File: src/hdl/ebhw_pkg.sv
package ebhw_pkg;
  // Width of the software wait-state count
  localparam int WS_W = 3;
  // Least count for which the progress output and ready sampling act
  localparam logic [WS_W-1:0] WS_MIN_ACTIVE = 3'h2;
  localparam logic [WS_W-1:0] WS_ONE = 3'h1;
  localparam logic [WS_W-1:0] WS_ZERO = 3'h0;
  // Idle and active levels of the active-low bus outputs
  localparam logic PIN_IDLE = 1'h1;
  localparam logic PIN_ACTIVE = 1'h0;

  typedef enum logic [2:0] {
    EBHW_IDLE,
    EBHW_SWWAIT,
    EBHW_READY,
    EBHW_DONE,
    EBHW_HOLD
  } ebhw_state_t;
endpackage : ebhw_pkg

File: src/hdl/ebhw_ctl.sv
// Behaviour
// - Assert hold grant while in hold state
// - Output-disable low floats grant, progress, fetch; under reset they stay driven
// - Hold grant high during reset
// - Progress low at first software wait, only with two or more waits
// - Progress high at last software wait
// - Progress tied to ready adds one wait
// - Fetch indicator low during instruction address
// - Ready low: wait one cycle, resample
// - Hold floats strobes, read/write, space selects
`timescale 1ns/1ps
`default_nettype none
module ebhw_ctl
  import ebhw_pkg::*;
(
  input wire logic REF_CLK,
  input wire logic RST,
  input wire logic HOLD_REQ_N,
  input wire logic OUT_DISABLE_N,
  input wire logic READY,
  input wire logic ACC_START,
  input wire logic ACC_IS_FETCH,
  input wire logic ACC_IS_IO,
  input wire logic ACC_WRITE,
  input wire logic [WS_W-1:0] SW_WAIT_CNT,
  output logic ACC_DONE,
  output logic HOLD_GRANT_OUT,
  output logic HOLD_GRANT_OE,
  output logic WAIT_STATES_DONE_OUT,
  output logic WAIT_STATES_DONE_OE,
  output logic INSTR_FETCH_IND,
  output logic INSTR_FETCH_OE,
  output logic MEM_STROBE_OUT,
  output logic IO_STROBE_OUT,
  output logic RW_OUT,
  output logic BUS_CTL_OE
);
  typedef struct packed {
    ebhw_state_t st;
    logic [WS_W-1:0] ws;
    logic [WS_W-1:0] ws_tot;
    logic fetch;
    logic io;
    logic wr;
    logic done;
    logic grant;
    logic prog;
    logic fetch_ind;
    logic mem_stb;
    logic io_stb;
    logic rw;
    logic pin_oe;
    logic bus_oe;
  } ebhw_regs_t;

  ebhw_regs_t r_q, r_d;

  // Ready sampling only matters with enough programmed wait states
  function automatic logic ws_active(input logic [WS_W-1:0] n);
    return n >= WS_MIN_ACTIVE;
  endfunction : ws_active

  // Cycles in which address and strobes of an access are out
  function automatic logic in_access(input ebhw_state_t s);
    return s == EBHW_SWWAIT || s == EBHW_READY || s == EBHW_DONE;
  endfunction : in_access

  // Next state of the whole bus controller
  always_comb begin
    r_d = r_q;
    r_d.done = 1'h0;
    r_d.pin_oe = OUT_DISABLE_N;
    case (r_q.st)
      EBHW_IDLE: begin
        if (!HOLD_REQ_N) begin
          r_d.st = EBHW_HOLD;
        end else if (ACC_START) begin
          r_d.fetch = ACC_IS_FETCH;
          r_d.io = ACC_IS_IO;
          r_d.wr = ACC_WRITE;
          r_d.ws_tot = SW_WAIT_CNT;
          r_d.ws = SW_WAIT_CNT;
          if (SW_WAIT_CNT == WS_ZERO) begin
            r_d.st = EBHW_DONE;
          end else begin
            r_d.st = EBHW_SWWAIT;
            if (ws_active(SW_WAIT_CNT)) begin
              r_d.prog = PIN_ACTIVE;
            end
          end
        end
      end
      EBHW_SWWAIT: begin
        r_d.ws = r_q.ws - WS_ONE;
        // Entering last wait raises progress again
        if (r_q.ws == WS_MIN_ACTIVE) begin
          r_d.prog = PIN_IDLE;
        end
        if (r_q.ws == WS_ONE) begin
          r_d.st = ws_active(r_q.ws_tot) ? EBHW_READY : EBHW_DONE;
        end
      end
      EBHW_READY: begin
        // Low ready costs one cycle then it is looked at again
        if (READY) begin
          r_d.st = EBHW_DONE;
        end
      end
      EBHW_DONE: begin
        r_d.done = 1'h1;
        r_d.st = EBHW_IDLE;
      end
      EBHW_HOLD: begin
        if (HOLD_REQ_N) begin
          r_d.st = EBHW_IDLE;
        end
      end
      default: r_d.st = EBHW_IDLE;
    endcase
    // Registered pin levels follow the next state
    r_d.grant = (r_d.st == EBHW_HOLD) ? PIN_ACTIVE : PIN_IDLE;
    // Bus enable kept as its own flop so the pin needs no gate behind it
    r_d.bus_oe = OUT_DISABLE_N && (r_d.st != EBHW_HOLD);
    if (in_access(r_d.st)) begin
      r_d.fetch_ind = r_d.fetch ? PIN_ACTIVE : PIN_IDLE;
      r_d.mem_stb = r_d.io ? PIN_IDLE : PIN_ACTIVE;
      r_d.io_stb = r_d.io ? PIN_ACTIVE : PIN_IDLE;
      r_d.rw = ~r_d.wr;
    end else begin
      r_d.fetch_ind = PIN_IDLE;
      r_d.mem_stb = PIN_IDLE;
      r_d.io_stb = PIN_IDLE;
      r_d.rw = PIN_IDLE;
      r_d.prog = PIN_IDLE;
    end
  end

  // Constants only under reset; grant idles high
  always_ff @(posedge REF_CLK or posedge RST) begin
    if (RST) begin
      r_q <= '{st: EBHW_IDLE, ws: WS_ZERO, ws_tot: WS_ZERO, fetch: 1'h0, io: 1'h0, wr: 1'h0,
               done: 1'h0, grant: PIN_IDLE, prog: PIN_IDLE, fetch_ind: PIN_IDLE, mem_stb: PIN_IDLE,
               io_stb: PIN_IDLE, rw: PIN_IDLE, pin_oe: 1'h1, bus_oe: 1'h1};
    end else begin
      r_q <= r_d;
    end
  end

  // Levels and enables both leave straight from registers
  ebhw_outen u_grant (.level(r_q.grant), .oe_in(r_q.pin_oe), .pin_o(HOLD_GRANT_OUT),
                      .pin_oe(HOLD_GRANT_OE));
  ebhw_outen u_prog (.level(r_q.prog), .oe_in(r_q.pin_oe), .pin_o(WAIT_STATES_DONE_OUT),
                     .pin_oe(WAIT_STATES_DONE_OE));
  ebhw_outen u_fetch (.level(r_q.fetch_ind), .oe_in(r_q.pin_oe), .pin_o(INSTR_FETCH_IND),
                      .pin_oe(INSTR_FETCH_OE));
  ebhw_outen u_bus (.level(1'h0), .oe_in(r_q.bus_oe), .pin_o(), .pin_oe(BUS_CTL_OE));
  assign MEM_STROBE_OUT = r_q.mem_stb;
  assign IO_STROBE_OUT = r_q.io_stb;
  assign RW_OUT = r_q.rw;
  assign ACC_DONE = r_q.done;

  // Hold handshake: grant follows request, floats the bus, ends on release
  AST_GRANT_IN_HOLD: assert property (@(posedge REF_CLK) disable iff (RST)
    !HOLD_REQ_N && r_q.st == EBHW_IDLE |=> HOLD_GRANT_OUT == PIN_ACTIVE)
    else $error("grant missing after hold request");
  AST_HOLD_FLOAT: assert property (@(posedge REF_CLK) disable iff (RST)
    HOLD_GRANT_OUT == PIN_ACTIVE |-> !BUS_CTL_OE)
    else $error("bus driven in hold");
  AST_HOLD_KEEP: assert property (@(posedge REF_CLK) disable iff (RST)
    r_q.st == EBHW_HOLD && !HOLD_REQ_N |=> HOLD_GRANT_OUT == PIN_ACTIVE)
    else $error("grant dropped early");
  AST_GRANT_DROP: assert property (@(posedge REF_CLK) disable iff (RST)
    r_q.st == EBHW_HOLD && HOLD_REQ_N && OUT_DISABLE_N |=> HOLD_GRANT_OUT == PIN_IDLE && BUS_CTL_OE)
    else $error("grant kept after request withdrawn");

  // Output disable acts one registered cycle later, both ways
  AST_OFF_FLOATS: assert property (@(posedge REF_CLK) disable iff (RST)
    !OUT_DISABLE_N |=> !HOLD_GRANT_OE && !WAIT_STATES_DONE_OE && !INSTR_FETCH_OE && !BUS_CTL_OE)
    else $error("outputs driven while disabled");
  AST_ON_DRIVES: assert property (@(posedge REF_CLK) disable iff (RST)
    OUT_DISABLE_N |=> HOLD_GRANT_OE && WAIT_STATES_DONE_OE && INSTR_FETCH_OE)
    else $error("outputs floating while enabled");
  AST_RESET_GRANT: assert property (@(posedge REF_CLK) RST |-> HOLD_GRANT_OUT == PIN_IDLE)
    else $error("grant not high in reset");

  // Progress pin frames the software wait states, only for two or more
  AST_PROG_FALL: assert property (@(posedge REF_CLK) disable iff (RST)
    r_q.st == EBHW_IDLE && HOLD_REQ_N && ACC_START && SW_WAIT_CNT >= WS_MIN_ACTIVE
    |=> WAIT_STATES_DONE_OUT == PIN_ACTIVE)
    else $error("progress not low at first wait");
  AST_PROG_SHORT: assert property (@(posedge REF_CLK) disable iff (RST)
    r_q.st == EBHW_IDLE && HOLD_REQ_N && ACC_START && SW_WAIT_CNT < WS_MIN_ACTIVE
    |=> WAIT_STATES_DONE_OUT == PIN_IDLE)
    else $error("progress low with fewer than two waits");
  AST_PROG_RISE: assert property (@(posedge REF_CLK) disable iff (RST)
    r_q.st == EBHW_SWWAIT && r_q.ws == WS_MIN_ACTIVE |=> WAIT_STATES_DONE_OUT == PIN_IDLE)
    else $error("progress not high at last wait");

  // Ready looked at only after the last software wait
  AST_READY_WAIT: assert property (@(posedge REF_CLK) disable iff (RST)
    r_q.st == EBHW_READY && !READY |=> r_q.st == EBHW_READY)
    else $error("ready low not honoured");
  AST_NO_READY_SHORT: assert property (@(posedge REF_CLK) disable iff (RST)
    r_q.st == EBHW_SWWAIT && r_q.ws == WS_ONE && r_q.ws_tot < WS_MIN_ACTIVE |=> r_q.st == EBHW_DONE)
    else $error("ready sampled with fewer than two waits");
  AST_TIED_ONE_WAIT: assert property (@(posedge REF_CLK) disable iff (RST)
    r_q.st == EBHW_SWWAIT && r_q.ws == WS_ONE && ws_active(r_q.ws_tot)
    |=> r_q.st == EBHW_READY && WAIT_STATES_DONE_OUT == PIN_IDLE)
    else $error("no single ready wait after last internal wait");
  AST_ONE_EXTRA: assert property (@(posedge REF_CLK) disable iff (RST)
    r_q.st == EBHW_READY && READY |=> !ACC_DONE ##1 ACC_DONE)
    else $error("access not finished after ready");

  // Fetch indicator follows the access phase exactly
  AST_FETCH_IDLE: assert property (@(posedge REF_CLK) disable iff (RST)
    (r_q.st == EBHW_IDLE || r_q.st == EBHW_HOLD) |-> INSTR_FETCH_IND == PIN_IDLE)
    else $error("fetch indicator low with no address");
  AST_FETCH_ON: assert property (@(posedge REF_CLK) disable iff (RST)
    in_access(r_q.st) |-> INSTR_FETCH_IND == (r_q.fetch ? PIN_ACTIVE : PIN_IDLE))
    else $error("fetch indicator wrong during access");

  // Main scenarios worth seeing at least once
  COV_HOLD: cover property (@(posedge REF_CLK) disable iff (RST) r_q.st == EBHW_HOLD ##1 r_q.st == EBHW_IDLE);
  COV_READY_STALL: cover property (@(posedge REF_CLK) disable iff (RST) r_q.st == EBHW_READY && !READY);
  COV_FETCH: cover property (@(posedge REF_CLK) disable iff (RST) ACC_DONE && r_q.fetch);
  COV_OFF: cover property (@(posedge REF_CLK) disable iff (RST) !OUT_DISABLE_N ##1 !HOLD_GRANT_OE);
endmodule : ebhw_ctl
`default_nettype wire

File: src/hdl/ebhw_outen.sv
`timescale 1ns/1ps
`default_nettype none
// One pin's level and enable, both taken from registers
module ebhw_outen (
  input wire logic level,
  input wire logic oe_in,
  output logic pin_o,
  output logic pin_oe
);
  // No gate here: an inverter would keep the enable off a flop output
  assign pin_o = level;
  assign pin_oe = oe_in;
endmodule : ebhw_outen
`default_nettype wire

File: config.mk
export PLATFORM = sky130hd
export DESIGN_NAME = ebhw_ctl
export DESIGN_NICKNAME = d
export VERILOG_FILES = /design/src/hdl/ebhw_pkg.sv /design/src/hdl/ebhw_ctl.sv /design/src/hdl/ebhw_outen.sv
export SDC_FILE = /design/constraint.sdc
export NUM_CORES = 1
export LEC_CHECK = 0
export BUFFER_PORTS_ARGS = -buffer_cell sky130_fd_sc_hd__buf_2
export CORE_UTILIZATION = 55
export CTS_BUF_LIST = sky130_fd_sc_hd__clkbuf_4 sky130_fd_sc_hd__clkbuf_8 sky130_fd_sc_hd__clkbuf_16
export DETAILED_ROUTE_END_ITERATION = 8
export GPL_TIMING_DRIVEN = 0
export PLACE_DENSITY_LB_ADDON = 0.1
export SLEW_MARGIN = 10
export SYNTH_ARGS = -nofsm -noshare
export SYNTH_HDL_FRONTEND = slang
export SYNTH_HIERARCHICAL = 1
export SYNTH_SLANG_ARGS = --single-unit
File: constraint.sdc
create_clock -name REF_CLK -period 3.2 [get_ports REF_CLK]
set_input_delay 0.32 -clock REF_CLK [delete_from_list [all_inputs] [get_ports REF_CLK]]
set_output_delay 0.32 -clock REF_CLK [all_outputs]
set_load 0.05 [all_outputs]
* Yosys cells after proc, flatten, opt, wreduce, memory -nomap -nowiden
Cells that the tools add are included.
Storage, ports and cells: register bits after elaboration 21, bits of input ports 12, word-level logic and storage cells 71
Operators by class: add/sub/neg operators 1, order comparisons 2, eq/ne operators 19, muxes and demuxes 24, bitwise operators 1, reductions and logical operators 9
Operators by type and width (number):
- 3-bit inequality test, second input constant | 6
- 3-bit by 2-bit == test with 1-bit output, second input constant | 5
- 3-bit 2-to-1 mux | 5
- 1-bit 2-to-1 mux | 12
- 12-bit 2-to-1 mux | 1
- 3-bit case mux with 4 select lines | 1
- 3-bit by 1-bit == test with 1-bit output, second input constant | 3
- 9-bit 2-to-1 mux | 1
- 3-bit == test, second input constant | 2
- 3-bit by 2-bit >= comparator with 1-bit output, second input constant | 2
- 3-bit logical NOT | 2
- 3-bit case mux with 2 select lines | 1
- 3-bit AND reduction | 2
- 6-bit AND reduction | 1
- 4-bit 2-to-1 mux | 1
- 2-bit inequality test, second input constant | 2
- 3-bit by 1-bit inequality test with 1-bit output, second input constant | 1
- 3-bit by 1-bit subtractor with 3-bit output, second input constant | 1
- 1-bit logical OR | 2
- 2-bit 2-to-1 mux | 1
- 1-bit case mux with 2 select lines | 1
- 2-bit nonzero test | 1
- 1-bit logical AND | 1
- 1-bit inverter | 1

* Longest topological paths before layout
word-level depth 10, gate-level depth with buffers 6, gate-level depth less buffers 6

* Hierarchy
The synthesis kept the hierarchy.
By module, submodules not included:
- ebhw_ctl | instances 1, cells an instance 88, area an instance 942.2 µm², sequential area each 510.5 µm²
- ebhw_outen | instances 4, cells an instance 2, area an instance 15.0 µm², sequential area each 0.0 µm²

* Least setup slack after synthesis
No wires, ideal clock.
kind register to register, start register r_q[19] (netlist name), end register r_q[17] (netlist name), setup time 0.144 ns, arrival time 1.414 ns, slack 1.642 ns, stages on the path, launching flop included 6, clock period less this slack 1.558 ns, cell sequence dfrtp_1 buf_6 or4_1 buf_2 a311oi_2 a311oi_1
On the way: word-level cells in the longest chain between the ends 3
Ends and longest elaborated chain:
- start: declaration | RTL line ebhw_ctl.sv:56 | ebhw_regs_t r_q, r_d;
- start signal: assignment | RTL line ebhw_ctl.sv:141 | r_q <= '{st: EBHW_IDLE, ws: WS_ZERO, ws_tot: WS_ZERO, fetch: 1'h0, io: 1'h0, wr: 1'h0,
- start signal: assignment | RTL line ebhw_ctl.sv:145 | r_q <= r_d;
- 3-bit by 1-bit == test with 1-bit output / 3-bit logical NOT (equally long branches) | RTL line ebhw_ctl.sv:73 | case (r_q.st)
- 2-bit nonzero test (no source line) / 2-bit inequality test (equally long branches)
- 3-bit AND reduction (no source line)
Parallel ways exist; a longest one is shown, timed or not. A chain may end at the register's enable or synchronous reset.

* Final worst setup path
start register r_q[18] (netlist name), end register r_q[17] (netlist name)
Same word-level chain as after synthesis.

==> metrics.log <==
[metrics] global-route wire length before repair: 2860 um
[metrics] final setup TNS: 0 ps
[metrics] drt pass-1 iters: 4
[metrics] row count: 14
[metrics] number of sinks driven by the clock tree: 20
[metrics] clock-pin transition on the worst setup and hold timing paths: 110 ps
[metrics] Worst slew margin: 50.1%
[metrics] post-DR vias/cell: 5.34
[metrics] Worst Setup Path Type: reg -> reg
[metrics] maximum clock rate: 569 MHz
[metrics] Boundary Pins: 23
[metrics] final setup skew: 4.01 ps
[metrics] Die Footprint: 1980 sq um
[metrics] mean cell area of the mapped netlist: 10.5 sq um
[metrics] status: finished clean
[metrics] Wirelength per Cell: 12.1 um
[metrics] maximum fanout count along the critical path: 10
[metrics] Total Routed Length: 1750 um
[metrics] DR vias: 769
[metrics] internal reg-to-reg setup slack: 1440 ps
[metrics] core utilization of the finished layout: 73.2%
[metrics] vias in the first global route: 721
[metrics] maximum clock path buffer count: 2
[metrics] count of nets after finishing: 136
[metrics] TritonCTS Buffers: 3
[metrics] number of failing hold endpoints at the final stage: 0
[metrics] Die X-Extent: 44.4 um
[metrics] synthesis-to-finish area growth: 17.8%
[metrics] Initial Utilization: 62.2%
[metrics] Post-Syn Nets: 109
[metrics] core area: 1590 sq um
[metrics] DRC violation count after routing: 0
[metrics] power after layout: 1.14 mW
[metrics] overall track demand over capacity in global routing: 20.2%
[metrics] share of cells above drive strength 1: 41.7%
[metrics] hold buffer count at CTS: 0
[metrics] antenna diode instance count: 0
[metrics] # port buffers: 22
[metrics] count of endpoints failing setup in the final report: 0
[metrics] TritonCTS clock tree: built
[metrics] number of antenna violations at the first check in global routing: 0
[metrics] setup repair after global routing missed its margin: no
[metrics] Max Used Layer: met4
[metrics] min-delay worst type: in -> reg
[metrics] warnings from Yosys: 6
[metrics] data required time at the worst endpoint: 3410 ps
[metrics] number of instances in the synthesized netlist: 94
[metrics] type of element capturing the critical path: register
[metrics] total power per unit cell area: 978 nW/um^2
[metrics] total count of max-transition violations in the final report: 0
[metrics] number of maximum-capacitance violations: 0
[metrics] Final HPWL DP: 1340 um
[metrics] met3 WL post-DR: 123 um
[metrics] sum of met2 wire segment lengths after detailed routing: 872 um
[metrics] Final period util: 54.9%
[metrics] vertical extent of the die: 44.4 um
[metrics] Setup Buffers After CTS: 0
[metrics] clock latency reported for the late side of the worst-skew pair: 290 ps
[metrics] worst slew pin tran: 742 ps
[metrics] grt ovf: 0
[metrics] remaining antenna violation count after routing: 0
[metrics] First DRT Iteration DRCs: 29
[metrics] global placement routability congestion: 0.819
[metrics] Clock H-tree levels: 1
[metrics] WL met1: 731 um
[metrics] LEAKAGE: 0.564 nW
[metrics] shortest period the worst path allows: 1760 ps
[metrics] Worst EP arrival: 1960 ps
[metrics] maximum number of pins on one net before global-route repair: 21
[metrics] buffer type at the clock tree root: sky130_fd_sc_hd__clkbuf_4
[metrics] Max rail drop VDD: 0.000534 V
[metrics] startpoint kind of the worst setup timing path: register
[metrics] Filler cells: 125
[metrics] Post-CTS Resized: 0
[metrics] post-synthesis instance area: 991 sq um
[layout make-up]
| cell class | count | area (sq um) | area share (%) |
|---|---|---|---|
| Buffer | 11 | 77.6 | 6.65 |
| Clock buffer | 4 | 36.3 | 3.11 |
| Inverter | 5 | 18.8 | 1.61 |
| Multi-Input combinational cell | 58 | 384 | 32.9 |
| Sequential cell | 20 | 510 | 43.7 |
| Tap cell | 24 | 30.0 | 2.57 |
| Timing Repair Buffer | 22 | 110 | 9.43 |
[layer usage]
metal	vias up	global-route usage [%]
met5	-	0
met4	0	10.9
met3	4	4.49
met2	45	35.6
met1	353	22.5
li1	367	-
[report_power, final]
part / switching [mW] / leakage [nW] / internal [mW] / total, mW
sequential: 0.0519 / 0.234 / 0.381 / 0.433
clock: 0.0755 / 0.0210 / 0.0692 / 0.145
combinational: 0.361 / 0.309 / 0.203 / 0.564
[flip-flops by register name (all words and copies together) (netlist names)]
name and count:
ACC_DONE 1, IO_STROBE_OUT 1, MEM_STROBE_OUT 1, RW_OUT 1, r_q 16
[metrics by stage]
stage,area (sq um),worst slack (ps),std cells,hold WS (ps)
floorplan,991,1640,94,278
global placement,1130,1500,140,436
detailed placement,1130,1450,140,438
CTS,1170,1420,144,116
global route,1170,1310,144,115
finish,1170,1440,144,124
[layout by cell type, fill, tap and decap left out, types with 2 or more instances in the layout]
cell type / count
sky130_fd_sc_hd__buf_2: 24
sky130_fd_sc_hd__nand2_1: 19
sky130_fd_sc_hd__dfrtp_1: 12
sky130_fd_sc_hd__dfstp_2: 8
sky130_fd_sc_hd__buf_4: 7
sky130_fd_sc_hd__inv_1: 5
sky130_fd_sc_hd__nor2_1: 5
sky130_fd_sc_hd__a211oi_1: 3
sky130_fd_sc_hd__ha_1: 3
sky130_fd_sc_hd__clkbuf_4: 3
sky130_fd_sc_hd__nand2b_1: 2
sky130_fd_sc_hd__nand3b_1: 2
sky130_fd_sc_hd__and2b_1: 2
sky130_fd_sc_hd__nor3_1: 2
sky130_fd_sc_hd__mux2_2: 2
[worst max-delay path: stages (launching register included)]
cell and delay [ps]:
sky130_fd_sc_hd__dfrtp_1 430, sky130_fd_sc_hd__buf_2 190, sky130_fd_sc_hd__nor4_2 670, sky130_fd_sc_hd__a211oi_1 120, sky130_fd_sc_hd__a311oi_1 270
[final timing paths]
path,depth (start not counted),startpoint,end
max in group asynchronous,2,RST,r_q[9]
worst max-delay path,4,r_q[18],r_q[17]
worst min-delay path,1,OUT_DISABLE_N,r_q[1]
worst max register to register,4,r_q[18],r_q[17]
min in group asynchronous,2,RST,r_q[20]
worst min register to register,2,r_q[10],r_q[10]
Note: power is estimated with default switching activity, not from simulation.
